File: src/common/tre_pkg.sv
// Contract
// Channel 1 repeat-capture flag is set by hardware only while the channel is an input capture, reads 1 after a repeat capture, and is cleared by software.
// Channels 2 to 4 each have an identical repeat-capture flag at bits 2, 3 and 4 of the repeat-capture register.
// Writing 1 to bit 0 of the event register reinitialises the counter and raises an update event, and the bit clears itself.
// An update event clears the prescaler internal counter but leaves the division factor alone.
// An update event while counting down loads the counter with the auto-reload value.
// An update event while counting up or center-aligned loads the counter with zero.
// Writing 1 to bit 1 with channel 1 in output mode sets the channel 1 flag, which requests an interrupt when enabled, and the bit clears itself.
// With channel 1 in input mode a software event copies the counter into the channel 1 capture register and sets the channel flag.
// A software-forced capture while the channel 1 flag is already 1 also sets the channel 1 repeat-capture flag.
// Bits 2, 3 and 4 of the event register do the same for channels 2, 3 and 4.
// Writing 1 to bit 5 raises a control update event for complementary channels and the bit clears itself.
// Writing 1 to bit 6 raises a trigger event and the bit clears itself.
// Writing 1 to bit 7 raises a break event and the bit clears itself.
// Any trigger event, software ones included, sets the trigger flag, which only software clears.
// Each channel interrupt request is gated by its own enable bit, 0 off and 1 on.
// Writing 0 to an event bit does nothing, and reserved bits read zero and ignore writes.
// The event register always reads back zero.
package tre_pkg;
  localparam int CHANS = 4;
  localparam int REG_W = 32;
  localparam int ADDR_W = 8;
  // Register byte offsets
  localparam logic [ADDR_W-1:0] OFF_IRQ_ENABLE = 8'h0c;
  localparam logic [ADDR_W-1:0] OFF_EVT_STATUS = 8'h14;
  localparam logic [ADDR_W-1:0] OFF_REPEAT     = 8'h18;
  localparam logic [ADDR_W-1:0] OFF_SW_EVENT   = 8'h1c;
  localparam logic [ADDR_W-1:0] OFF_EVT_CLEAR  = 8'h40;
  localparam logic [ADDR_W-1:0] OFF_CAPT_BASE  = 8'h50;
  localparam logic [ADDR_W-1:0] OFF_CAPT_STEP  = 8'h04;
  // Field positions
  localparam int BIT_UPDATE   = 0;
  localparam int BIT_CHAN0    = 1;
  localparam int BIT_CTRL_UPD = 5;
  localparam int BIT_TRIGGER  = 6;
  localparam int BIT_BREAK    = 7;
  localparam int EVT_W        = 8;
  // Implemented bits of the status and enable layout
  localparam logic [EVT_W-1:0] STATUS_MASK = 8'h5e;
  localparam logic [EVT_W-1:0] REPEAT_MASK = 8'h1e;
  localparam logic [EVT_W-1:0] EVT_RESET   = 8'h00;
  localparam logic [REG_W-1:0] READ_ZERO   = 32'h0000_0000;
endpackage : tre_pkg

File: src/common/tre_chan_if.sv
`timescale 1ns/1ps
// Per-channel signals between the event controller and one channel slice
interface tre_chan_if #(
  parameter int CNT_W = 16
);
  logic             ce;
  logic             sw_event;
  logic             hw_capture;
  logic             hw_match;
  logic             input_mode;
  logic             flag_clear;
  logic             repeat_clear;
  logic [CNT_W-1:0] count_value;
  logic             flag;
  logic             repeat_flag;
  logic [CNT_W-1:0] capture_value;

  modport ctrl (
    output ce, sw_event, hw_capture, hw_match, input_mode, flag_clear, repeat_clear,
    output count_value,
    input  flag, repeat_flag, capture_value
  );
  modport chan (
    input  ce, sw_event, hw_capture, hw_match, input_mode, flag_clear, repeat_clear,
    input  count_value,
    output flag, repeat_flag, capture_value
  );
endinterface : tre_chan_if

File: src/design/tre_chan_slice.sv
`timescale 1ns/1ps
// One capture/compare channel: match/capture flag, repeat flag, captured value
module tre_chan_slice #(
  parameter int CNT_W = 16
) (
  input wire logic mclk,
  input wire logic rst,
  tre_chan_if.chan ch
);
  wire capture_hit;
  wire set_flag;
  wire set_repeat;
  wire next_flag;
  wire next_repeat;

  // Captures only happen in input mode; a software event always raises the flag
  assign capture_hit = ch.input_mode & (ch.sw_event | ch.hw_capture);
  assign set_flag    = ch.sw_event | (ch.input_mode ? ch.hw_capture : ch.hw_match);
  assign set_repeat  = capture_hit & ch.flag;
  // Set wins over a clear arriving in the same cycle
  assign next_flag   = set_flag | (ch.flag & ~ch.flag_clear);
  assign next_repeat = set_repeat | (ch.repeat_flag & ~ch.repeat_clear);

  // Flag state, frozen while the clock enable is low
  always_ff @(posedge mclk or posedge rst) begin
    if (rst) begin
      ch.flag          <= 1'b0;
      ch.repeat_flag   <= 1'b0;
      ch.capture_value <= '0;
    end else if (ch.ce) begin
      ch.flag        <= next_flag;
      ch.repeat_flag <= next_repeat;
      if (capture_hit) begin
        ch.capture_value <= ch.count_value;
      end
    end
  end
endmodule : tre_chan_slice

File: src/design/tre_timer_events.sv
`timescale 1ns/1ps
// Repeat-capture status and software event generation for a four-channel timer
module tre_timer_events #(
  parameter int CNT_W = 16
) (
  input  wire logic                          mclk,
  input  wire logic                          rst,
  input  wire logic                          ce,
  input  wire logic [tre_pkg::ADDR_W-1:0]    reg_addr,
  input  wire logic [tre_pkg::REG_W-1:0]     reg_wdata,
  input  wire logic                          reg_wr,
  input  wire logic                          reg_rd,
  output logic      [tre_pkg::REG_W-1:0]     reg_rdata,
  input  wire logic                          count_down,
  input  wire logic [CNT_W-1:0]              count_value,
  input  wire logic [CNT_W-1:0]              auto_reload_value,
  input  wire logic [tre_pkg::CHANS-1:0]     chan_input_mode,
  input  wire logic [tre_pkg::CHANS-1:0]     hw_capture,
  input  wire logic [tre_pkg::CHANS-1:0]     hw_match,
  input  wire logic                          hw_trigger,
  output logic                               update_event,
  output logic                               counter_load,
  output logic      [CNT_W-1:0]              counter_load_value,
  output logic                               prescaler_clear,
  output logic                               control_update_event,
  output logic                               trigger_event,
  output logic                               break_event,
  output logic      [tre_pkg::CHANS-1:0]     chan_match_capture_flag,
  output logic      [tre_pkg::CHANS-1:0]     chan_repeat_capture_flag,
  output logic      [tre_pkg::CHANS*CNT_W-1:0] chan_capture_compare_value,
  output logic      [tre_pkg::CHANS-1:0]     chan_irq_request,
  output logic                               irq
);
  localparam int CH = tre_pkg::CHANS;
  localparam int EW = tre_pkg::EVT_W;
  localparam int AW = tre_pkg::ADDR_W;
  localparam int RW = tre_pkg::REG_W;

  // Address match, shared by every strobe and the read mux
  function automatic logic hit(input logic [tre_pkg::ADDR_W-1:0] a,
                               input logic [tre_pkg::ADDR_W-1:0] off);
    hit = (a == off);
  endfunction : hit

  logic [EW-1:0]       sw_pulse;
  logic [EW-1:0]       irq_enable;
  logic                trigger_irq_flag;
  logic [CNT_W-1:0]    next_load_value;
  wire                 wr_event;
  wire                 wr_repeat;
  wire                 wr_clear;
  wire                 wr_enable;
  wire  [EW-1:0]       wbits;
  wire  [EW-1:0]       next_sw_pulse;
  wire  [EW-1:0]       evt_status;
  wire  [EW-1:0]       repeat_status;
  wire                 trigger_set;
  wire                 trigger_clr;
  wire                 next_trigger_flag;
  wire  [CH-1:0]       chan_flag;
  wire  [CH-1:0]       chan_repeat;
  wire  [CNT_W-1:0]    capt_val [CH];
  wire  [CNT_W-1:0]    capt_rd [CH+1];
  logic [tre_pkg::REG_W-1:0] next_rdata;

  // Write strobes
  assign wbits     = reg_wdata[EW-1:0];
  assign wr_event  = reg_wr & hit(reg_addr, tre_pkg::OFF_SW_EVENT);
  assign wr_repeat = reg_wr & hit(reg_addr, tre_pkg::OFF_REPEAT);
  assign wr_clear  = reg_wr & hit(reg_addr, tre_pkg::OFF_EVT_CLEAR);
  assign wr_enable = reg_wr & hit(reg_addr, tre_pkg::OFF_IRQ_ENABLE);

  // Event bits live one cycle only; zeros written leave nothing behind
  assign next_sw_pulse = wr_event ? wbits : tre_pkg::EVT_RESET;
  // Reload value is picked at write time so the load data comes from a flop
  always_comb begin
    next_load_value = counter_load_value;
    if (wr_event && wbits[tre_pkg::BIT_UPDATE]) begin
      next_load_value = count_down ? auto_reload_value : '0;
    end
  end

  // Self-clearing event register
  always_ff @(posedge mclk or posedge rst) begin
    if (rst) begin
      sw_pulse           <= tre_pkg::EVT_RESET;
      counter_load_value <= '0;
    end else if (ce) begin
      sw_pulse           <= next_sw_pulse;
      counter_load_value <= next_load_value;
    end
  end

  // Event pulses, each one cycle wide
  assign update_event         = sw_pulse[tre_pkg::BIT_UPDATE];
  assign counter_load         = sw_pulse[tre_pkg::BIT_UPDATE];
  assign prescaler_clear      = sw_pulse[tre_pkg::BIT_UPDATE];
  assign control_update_event = sw_pulse[tre_pkg::BIT_CTRL_UPD];
  assign trigger_event        = sw_pulse[tre_pkg::BIT_TRIGGER];
  assign break_event          = sw_pulse[tre_pkg::BIT_BREAK];

  // Trigger flag: software or hardware trigger sets, clear register clears, set wins
  assign trigger_set       = trigger_event | hw_trigger;
  assign trigger_clr       = wr_clear & wbits[tre_pkg::BIT_TRIGGER];
  assign next_trigger_flag = trigger_set | (trigger_irq_flag & ~trigger_clr);

  // Trigger flag and interrupt enables
  always_ff @(posedge mclk or posedge rst) begin
    if (rst) begin
      trigger_irq_flag <= 1'b0;
      irq_enable       <= tre_pkg::EVT_RESET;
    end else if (ce) begin
      trigger_irq_flag <= next_trigger_flag;
      if (wr_enable) begin
        irq_enable <= wbits & tre_pkg::STATUS_MASK;
      end
    end
  end

  // Channel slices, one per capture/compare channel
  tre_chan_if #(.CNT_W(CNT_W)) ch_if [CH] ();
  genvar g;
  generate
    for (g = 0; g < CH; g++) begin : g_chan
      assign ch_if[g].ce           = ce;
      assign ch_if[g].sw_event     = sw_pulse[tre_pkg::BIT_CHAN0 + g];
      assign ch_if[g].hw_capture   = hw_capture[g];
      assign ch_if[g].hw_match     = hw_match[g];
      assign ch_if[g].input_mode   = chan_input_mode[g];
      assign ch_if[g].count_value  = count_value;
      assign ch_if[g].flag_clear   = wr_clear & wbits[tre_pkg::BIT_CHAN0 + g];
      // Repeat flags clear on a written zero; a written one leaves them alone
      assign ch_if[g].repeat_clear = wr_repeat & ~wbits[tre_pkg::BIT_CHAN0 + g];
      assign chan_flag[g]          = ch_if[g].flag;
      assign chan_repeat[g]        = ch_if[g].repeat_flag;
      assign capt_val[g]           = ch_if[g].capture_value;
      assign chan_capture_compare_value[g*CNT_W +: CNT_W] = ch_if[g].capture_value;
      assign chan_irq_request[g]   = ch_if[g].flag & irq_enable[tre_pkg::BIT_CHAN0 + g];
      // Capture value read select, chained through the channels
      assign capt_rd[g+1] = hit(reg_addr, AW'(tre_pkg::OFF_CAPT_BASE
                                + tre_pkg::OFF_CAPT_STEP * g)) ? capt_val[g] : capt_rd[g];
      tre_chan_slice #(.CNT_W(CNT_W)) u_slice (
        .mclk (mclk),
        .rst  (rst),
        .ch   (ch_if[g])
      );

    end
  endgenerate
  assign capt_rd[0] = '0;

  // Status layouts; unimplemented bits stay zero
  assign evt_status    = {1'b0, trigger_irq_flag, 1'b0, chan_flag, 1'b0} & tre_pkg::STATUS_MASK;
  assign repeat_status = {3'b000, chan_repeat, 1'b0} & tre_pkg::REPEAT_MASK;
  assign chan_match_capture_flag  = chan_flag;
  assign chan_repeat_capture_flag = chan_repeat;
  // Level interrupt; stays high until every enabled flag is cleared
  assign irq = |(evt_status & irq_enable);

  // Read mux; the event and clear registers are write-only and read zero
  always_comb begin
    next_rdata = tre_pkg::READ_ZERO;
    if (hit(reg_addr, tre_pkg::OFF_EVT_STATUS)) begin
      next_rdata[EW-1:0] = evt_status;
    end else if (hit(reg_addr, tre_pkg::OFF_REPEAT)) begin
      next_rdata[EW-1:0] = repeat_status;
    end else if (hit(reg_addr, tre_pkg::OFF_IRQ_ENABLE)) begin
      next_rdata[EW-1:0] = irq_enable;
    end else if (hit(reg_addr, tre_pkg::OFF_SW_EVENT)) begin
      next_rdata = tre_pkg::READ_ZERO;
    end else begin
      next_rdata[CNT_W-1:0] = capt_rd[CH];
    end
  end

  // Read data stands only in the cycle after the strobe
  always_ff @(posedge mclk or posedge rst) begin
    if (rst) begin
      reg_rdata <= tre_pkg::READ_ZERO;
    end else if (ce) begin
      reg_rdata <= reg_rd ? next_rdata : tre_pkg::READ_ZERO;
    end
  end
endmodule : tre_timer_events
File: config.mk
export PLATFORM = sky130hd
export DESIGN_NAME = tre_timer_events
export DESIGN_NICKNAME = d
export VERILOG_FILES = /design/src/common/tre_pkg.sv /design/src/common/tre_chan_if.sv /design/src/design/tre_chan_slice.sv /design/src/design/tre_timer_events.sv
export SDC_FILE = /design/constraint.sdc
export NUM_CORES = 1
export LEC_CHECK = 0
export ABC_AREA = 1
export BUFFER_PORTS_ARGS = -buffer_cell sky130_fd_sc_hd__buf_4
export CELL_PAD_IN_SITES_DETAIL_PLACEMENT = 0
export CELL_PAD_IN_SITES_GLOBAL_PLACEMENT = 1
export CORE_MARGIN = 2
export CORE_UTILIZATION = 35
export CTS_BUF_LIST = sky130_fd_sc_hd__clkbuf_16
export DETAILED_ROUTE_END_ITERATION = 16
export HOLD_SLACK_MARGIN = 0.1
export PLACE_DENSITY = 0.8
export SLEW_MARGIN = 20
export SYNTH_ARGS = -nofsm -noshare
export SYNTH_HDL_FRONTEND = slang
export SYNTH_SLANG_ARGS = --single-unit
File: constraint.sdc
create_clock -name mclk -period 3.9 [get_ports mclk]
set_input_delay 0 -clock mclk [delete_from_list [all_inputs] [get_ports mclk]]
set_output_delay 0 -clock mclk [all_outputs]
set_load 0.03 [all_outputs]
==> flow_summary_export.csv, run 1 <==
group,metric,value,unit
yosys,ys.warnings.count,0,
outcome,status,"finished, final reports clean",
critical_path,r2r_end,"trigger_irq_flag",
clocking,ctsLongestPathBuffers,2,
critical_path,endpoint_kind,"register",
min_path,hold_path.class,"in -> reg",
critical_path,rr_worst_depth,4,
pwr,total_power,3.45,mW
pwr,power_density,433,nW/um^2
sta,maxSlewHeadroom,38.2,%
floorplan,start_util,35.7,%
place,place_area,6810,sq um
finish,seqCellArea,2950,sq um
clocking,cts_made_buffers,17,
critical_path,crit_fanout,3,
global_routing,antenna_found_initial,0,
sta,fmax,533,MHz
floorplan,die-height,129,um
clocking,postCtsSetupRepairBufs,0,
sta,period_needed,1880,ps
min_path,hold_end,"sw_pulse[1]",
pwr,peakVddDrop,0.000295,V
floorplan,coreArea,15200,sq um
yosys,synth_fa_ha_area_share,0,%
yosys,yosys.area.top_type_share,54.4,%
global_routing,grt_overflow,0,
floorplan,io_pins,222,
yosys,async_reset_ff_share,100,%
yosys,synth_compound_area_share,15.2,%
yosys,yosysMostFrequentCell,"nand2_1",
sta,setup_viol,0,
floorplan,die-area,16500,sq um
critical_path,cp_top_family,"buffers and inverters",
routing,ant_nets,0,
yosys,netlist_top_cells_area,"dfrtp_1 54%, nand2_1 12%, o21ai_0 8.5%, buf_4 4.0%, inv_1 3.5%",
finish,diodes,0,
routing,drtIter0Drc,293,
critical_path,cp.arrival,2160,ps
routing,vias_per_cell,4.91,
critical_path,worstSetupPathType,"reg -> reg",
critical_path,path_common_cell,"dlygate4sd3_1",
finish,final_core_util,52.5,%
global_routing,grt_pass1_vias,5302,
yosys,synth-edff-count,0,
finish,layout.cells.non_filler,1067,
yosys,synth.area.mux_share,0,%
finish,final_nets,962,
place,portBuffers,181,
min_path,hold_depth,5,
routing,routed-via-count,5237,
yosys,synth_top_family_by_area,"simple AND/OR/NAND/NOR gates",
yosys,synth_area,5430,sq um
sta,drv_slew,0,
critical_path,path_cells,"o21ai_0 -> dlygate4sd3_1 -> nand2_1 -> dlygate4sd3_1",
finish,fill_cells,1413,
yosys,yosys.area_share.simple,20.3,%
yosys,synthTopCellsByCount,"180 x nand2_1, 118 x dfrtp_1, 92 x o21ai_0",
floorplan,die_w,129,um
critical_path,crit_slowest_cell,"dlygate4sd3_1",
yosys,syn_inst,634,
place,dpl.hpwl,11.7,mm
place,place_congestion,0.858,
clocking,worstSkewPairLatency,400,ps
sta,fin_skew,7.57,ps
critical_path,start_kind,"register",
clocking,cts_sinks,118,
job,max_cap_viol_count,0,
sta,hold_viol,0,
critical_path,cpPeakStageDelay,580,ps
routing,wirelength,17.6,mm
global_routing,grtUsageTotal,21.4,%
routing,drc_errors,0,
critical_path,r2r_slack,2020,ps
sta,rsz0062_at_grt,"false",
min_path,min_from,"reg_wr",
critical_path,cp_num_buf_inv,2,
yosys,synth_ff_type,"dfrtp_1",
yosys,avgSynthCellArea,8.57,sq um
finish,syn_to_final_growth,46.9,%
routing,post_drt_wl_per_cell,16.5,um
routing,drt_pre_antenna_iters,4,
finish,final_design_area_no_fill,7980,sq um
clocking,ctsHtreeMaxLevel,4,
finish,drive_above_1_share,25.8,%
sta,finalCritPeriodShare,48.1,%
yosys,synth_seq_cells,118,
floorplan,rows,45,
yosys,synth_top_cell_by_area,"dfrtp_1",
sta,worstMarginPinSlew,925,ps
sta,setup-tns-final,0,ps
clocking,cts_tree,"done",
finish,multi_input_area,1990,sq um
yosys,seq_area_frac_synth,54.4,%
yosys,ys_types,30,
critical_path,critical_path_required,4180,ps
clocking,path_clk_slew,50,ps
global_routing,grt_start_max_net_pins,53,
pwr,power_leakage,4.16,nW
clocking,cts_root_buf,"clkbuf_16",
place,dp.cells,970,
critical_path,reg2reg_from,"sw_pulse[6]",
global_routing,grt_pass1_wl,27.2,mm
yosys,synth-xor-area-share,0,%
-- area by class of cell --
cell class | instances | area share (%)
Timing Repair Buffer | 259 | 26.6
Clock inverter | 10 | 0.596
Inverter | 54 | 2.60
Multi-Input combinational cell | 421 | 24.9
Sequential cell | 118 | 37.0
Clock buffer | 17 | 5.33
Tap cell | 188 | 2.95
-- stage by stage --
step / hold slack [ps] / setup WS (ps)
after global routing: 218 / 1840
after detailed placement: 151 / 1610
after CTS: 161 / 2020
after floorplan: 133 / 771
after global placement: 136 / 1620
final: 186 / 2020
-- cells in the final DEF (no fill, tap or decap), types with 4 or more instances in the layout --
| cell | n |
|---|---|
| o21ai_0 | 92 |
| a211oi_1 | 5 |
| nand2_1 | 180 |
| a21oi_1 | 8 |
| dfrtp_1 | 118 |
| or2_2 | 4 |
| o211ai_1 | 20 |
| a22o_1 | 13 |
| conb_1 | 16 |
| clkinv_2 | 5 |
| clkbuf_16 | 17 |
| nand3_1 | 37 |
| o22ai_1 | 4 |
| dlygate4sd3_1 | 70 |
| nor2_1 | 30 |
| buf_4 | 189 |
| inv_1 | 52 |
-- worst max-delay path by stage --
stage | depth (start not counted) | endpoint | start | slack (ps)
final | 4 | trigger_irq_flag | sw_pulse[6] | 2020
after global routing | 12 | reg_rdata[3] | reg_addr[7] | 1840
after CTS | 12 | reg_rdata[4] | reg_addr[7] | 2020
after detailed placement | 12 | reg_rdata[4] | reg_addr[7] | 1610
after global placement | 12 | reg_rdata[4] | reg_addr[7] | 1620
after floorplan | 1 | counter_load_value[0] | rst | 770
-- metal layers --
metal | track usage [%] | part of all wire [%] | vias up
met5 | 0 | 0 | -
li1 | - | - | 2506
met2 | 37.5 | 51 | 178
met1 | 25.3 | 41 | 2518
met4 | 11.0 | 3.3 | 0
met3 | 3.74 | 4.5 | 35
-- cells by family (layout without fill, tap and decap cells) --
group,after synthesis,after routing
compound gates,142,142
simple gates,263,263
other cells,1,16
buf+inv,110,340
flops,118,118
-- flip-flops by register name (all words and copies together) (netlist names) --
register	cells
g_chan.u_slice.ch.flag	4
trigger_irq_flag	1
g_chan.u_slice.ch.repeat_flag	4
counter_load_value	16
sw_pulse	8
reg_rdata	16
irq_enable	5
g_chan.u_slice.ch.capture_value	64
-- report_power, final --
| part | internal (mW) | total [mW] | switching (mW) |
|---|---|---|---|
| Sequential | 1.34 | 1.44 | 0.100 |
| Combinational | 0.277 | 0.744 | 0.467 |
| Clock | 0.773 | 1.27 | 0.495 |
-- worst min-delay path: stages --
cell     delay [ps]
buf_4           110
nand2_1          80
inv_1            90
nand2_4         170
o22ai_1          90
-- repair_timing --
action | CTS | global route
hold buffers | 70 | 0
endpoints found under the hold margin | 156 | 0
resized for setup | 0 | 0
Note: power is estimated with default switching activity, not from simulation.
==> run 2, diff against run 1 <==
--- a/config.mk
+++ b/config.mk
@@ -5,16 +5,16 @@
 export SDC_FILE = /design/constraint.sdc
 export NUM_CORES = 1
 export LEC_CHECK = 0
-export ABC_AREA = 1
+export ABC_AREA = 0
 export BUFFER_PORTS_ARGS = -buffer_cell sky130_fd_sc_hd__buf_4
 export CELL_PAD_IN_SITES_DETAIL_PLACEMENT = 0
 export CELL_PAD_IN_SITES_GLOBAL_PLACEMENT = 1
 export CORE_MARGIN = 2
-export CORE_UTILIZATION = 35
+export CORE_UTILIZATION = 34
 export CTS_BUF_LIST = sky130_fd_sc_hd__clkbuf_16
 export DETAILED_ROUTE_END_ITERATION = 16
 export HOLD_SLACK_MARGIN = 0.1
-export PLACE_DENSITY = 0.8
+export PLACE_DENSITY = 0.76
 export SLEW_MARGIN = 20
 export SYNTH_ARGS = -nofsm -noshare
 export SYNTH_HDL_FRONTEND = slang
==> constraint.sdc (replaced) <==
create_clock -name mclk -period 1.69 [get_ports mclk]
set_input_delay 0 -clock mclk [delete_from_list [all_inputs] [get_ports mclk]]
set_output_delay 0 -clock mclk [all_outputs]
set_load 0.03 [all_outputs]
==> flow_summary_export.csv, run 2 <==
group,metric,value,unit
outcome,status,"finished, violations left",
outcome,violations,"negative setup slack",
routing,wirelength,17.6,mm
critical_path,rr_worst_depth,4,
global_routing,grtUsageTotal,20.4,%
yosys,avgSynthCellArea,11.7,sq um
job,max_cap_viol_count,0,
critical_path,endpoint_kind,"output pin",
yosys,synth-edff-count,0,
finish,top_register,"g_chan.u_slice.ch.capture_value",
clocking,worstSkewPairLatency,410,ps
finish,largestRegisters,"g_chan.u_slice.ch.capture_value: 64 flops, counter_load_value: 16 flops, reg_rdata: 16 flops",
clocking,ctsLongestPathBuffers,2,
routing,drtIter0Drc,290,
pwr,peakVddDrop,0.000647,V
place,dp.cells,866,
yosys,seq_area_frac_synth,51.6,%
sta,period_needed,1700,ps
clocking,cts_tree,"done",
finish,largest_register_ffs,64,
floorplan,io_pins,222,
critical_path,start_kind,"register",
routing,routed-via-count,4885,
sta,maxSlewHeadroom,61.9,%
place,portBuffers,181,
yosys,syn_inst,490,
place,dpl.hpwl,12.0,mm
pwr,power_leakage,3.96,nW
sta,fmax,587,MHz
critical_path,worstSetupPathType,"reg -> out",
finish,drive_above_1_share,46.7,%
clocking,path_clk_slew,60,ps
sta,hold_viol,0,
critical_path,critical_path_required,1690,ps
yosys,netlist_top_cells_area,"dfrtp_1 52%, mux2_2 16%, buf_4 3.4%, a21bo_2 2.8%, nand4_1 1.8%",
yosys,yosys.area.top_type_share,51.6,%
sta,setup_viol,1,
finish,diodes,0,
clocking,cts_made_buffers,17,
sta,drv_slew,0,
yosys,synth_seq_cells,118,
sta,layout_setup_ws,-12.5,ps
global_routing,grt_overflow,0,
finish,seqCellArea,2960,sq um
finish,multi_input_area,2390,sq um
global_routing,grt_pass1_vias,5197,
floorplan,coreArea,16500,sq um
sta,worstMarginPinSlew,569,ps
pwr,power_density,1040,nW/um^2
yosys,synth_area,5720,sq um
sta,fin_skew,6.29,ps
place,dp_slack,94.9,ps
yosys,ys_types,47,
clocking,ctsHtreeMaxLevel,4,
critical_path,crit_fanout,2,
yosys,synthTopCellsByCount,"118 x dfrtp_1, 80 x mux2_2, 26 x buf_4",
critical_path,cp.arrival,1700,ps
floorplan,start_util,34.6,%
min_path,hold_depth,5,
clocking,cts_sinks,118,
min_path,hold_path.class,"in -> reg",
clocking,cts_root_buf,"clkbuf_16",
finish,syn_to_final_growth,49.5,%
routing,drt_pre_antenna_iters,4,
finish,final_common_cell,"buf_4",
yosys,async_reset_ff_share,100,%
sta,finalCritPeriodShare,101,%
global_routing,grt_start_max_net_pins,61,
floorplan,die-area,17900,sq um
yosys,synth_top_cell_by_area,"dfrtp_1",
finish,final_nets,829,
yosys,ys.warnings.count,0,
floorplan,die_w,134,um
sta,setup-tns-final,-12.5,ps
routing,ant_nets,0,
floorplan,die-height,134,um
yosys,synth_ff_type,"dfrtp_1",
routing,drc_errors,0,
finish,fill_cells,1485,
routing,post_drt_wl_per_cell,18.1,um
finish,layout.cells.non_filler,971,
global_routing,grt_pass1_wl,28.0,mm
global_routing,antenna_found_initial,0,
finish,layout_common_cells,"199 x buf_4, 116 x dfrtp_1, 80 x mux2_2, 66 x dlygate4sd3_1, 25 x inv_1",
place,place_congestion,0.826,
yosys,yosysMostFrequentCell,"dfrtp_1",
routing,vias_per_cell,5.03,
sta,whs,102,ps
floorplan,rows,47,
sta,rsz0062_at_grt,"true",
-- run 2: metal layers --
layer	track usage, %	vias up	wire, um
met5	0	-	0
li1	-	2242	-
met4	7.86	0	465
met3	5.97	40	1140
met1	24.9	2413	7260
met2	34.1	190	8720
-- run 2: cell families after synthesis --
kind of cell	count (synthesis)	synth area share, %
AO/OA/AOI/OAI	84	11.3
buffers and inverters	84	7.72
flip-flops	118	51.6
multiplexers	89	17.5
other	1	0.0656
AND/OR/NAND/NOR	114	11.8
-- run 2: area by class of cell --
cell class | instances | share of cell area, %
Sequential cell | 118 | 34.6
Multi-Input combinational cell | 303 | 28.0
Timing Repair Buffer | 273 | 26.7
Clock buffer | 17 | 4.98
Tap cell | 220 | 3.22
Clock inverter | 15 | 1.36
Inverter | 25 | 1.14
-- run 2: what timing repair did --
action / CTS / global route
setup endpoints to repair: 1 / 20
pin swaps: 0 / 2
hold buffers: 67 / 0
hold endpoints to repair: 227 / 0
resized for setup: 4 / 7
buffers inserted: 4 / 2
-- run 2: worst max-delay path, stage by stage, from the launching register on --
cell	delay, ps
dfrtp_2	420
and2_4	150
a21o_1	150
or4_4	410
buf_6	150
-- run 2: path summary, 6_finish.rpt --
kind / start / end / slack [ps]
min in group asynchronous: rst / g_chan[0].u_slice.ch.capture_value[9] / 670
hold / removal: reg_addr[7] / reg_rdata[4] / 100
hold reg to reg: counter_load_value[12] / counter_load_value[12] / 490
max in group asynchronous: rst / g_chan[1].u_slice.ch.flag / 420
setup reg to reg: irq_enable[1] / reg_rdata[1] / 260
setup / recovery: g_chan[1].u_slice.ch.flag / irq / -10
-- run 2: through the flow --
step / power [mW] / instance area (sq um) / util (%)
5_1_grt: 9.30 / 8550 / 51.7
3_5_place_dp: 5.54 / 7260 / 43.9
6_report: 8.90 / 8550 / 51.7
3_3_place_gp: 5.50 / 7260 / 43.9
2_1_floorplan: 4.66 / 5780 / -
4_1_cts: 8.97 / 8510 / 51.5
-- run 2: power breakdown --
part	switching, mW	total, mW	internal (mW)
clock	1.28	3.27	1.99
combinational	1.23	2.21	0.982
sequential	0.270	3.41	3.14
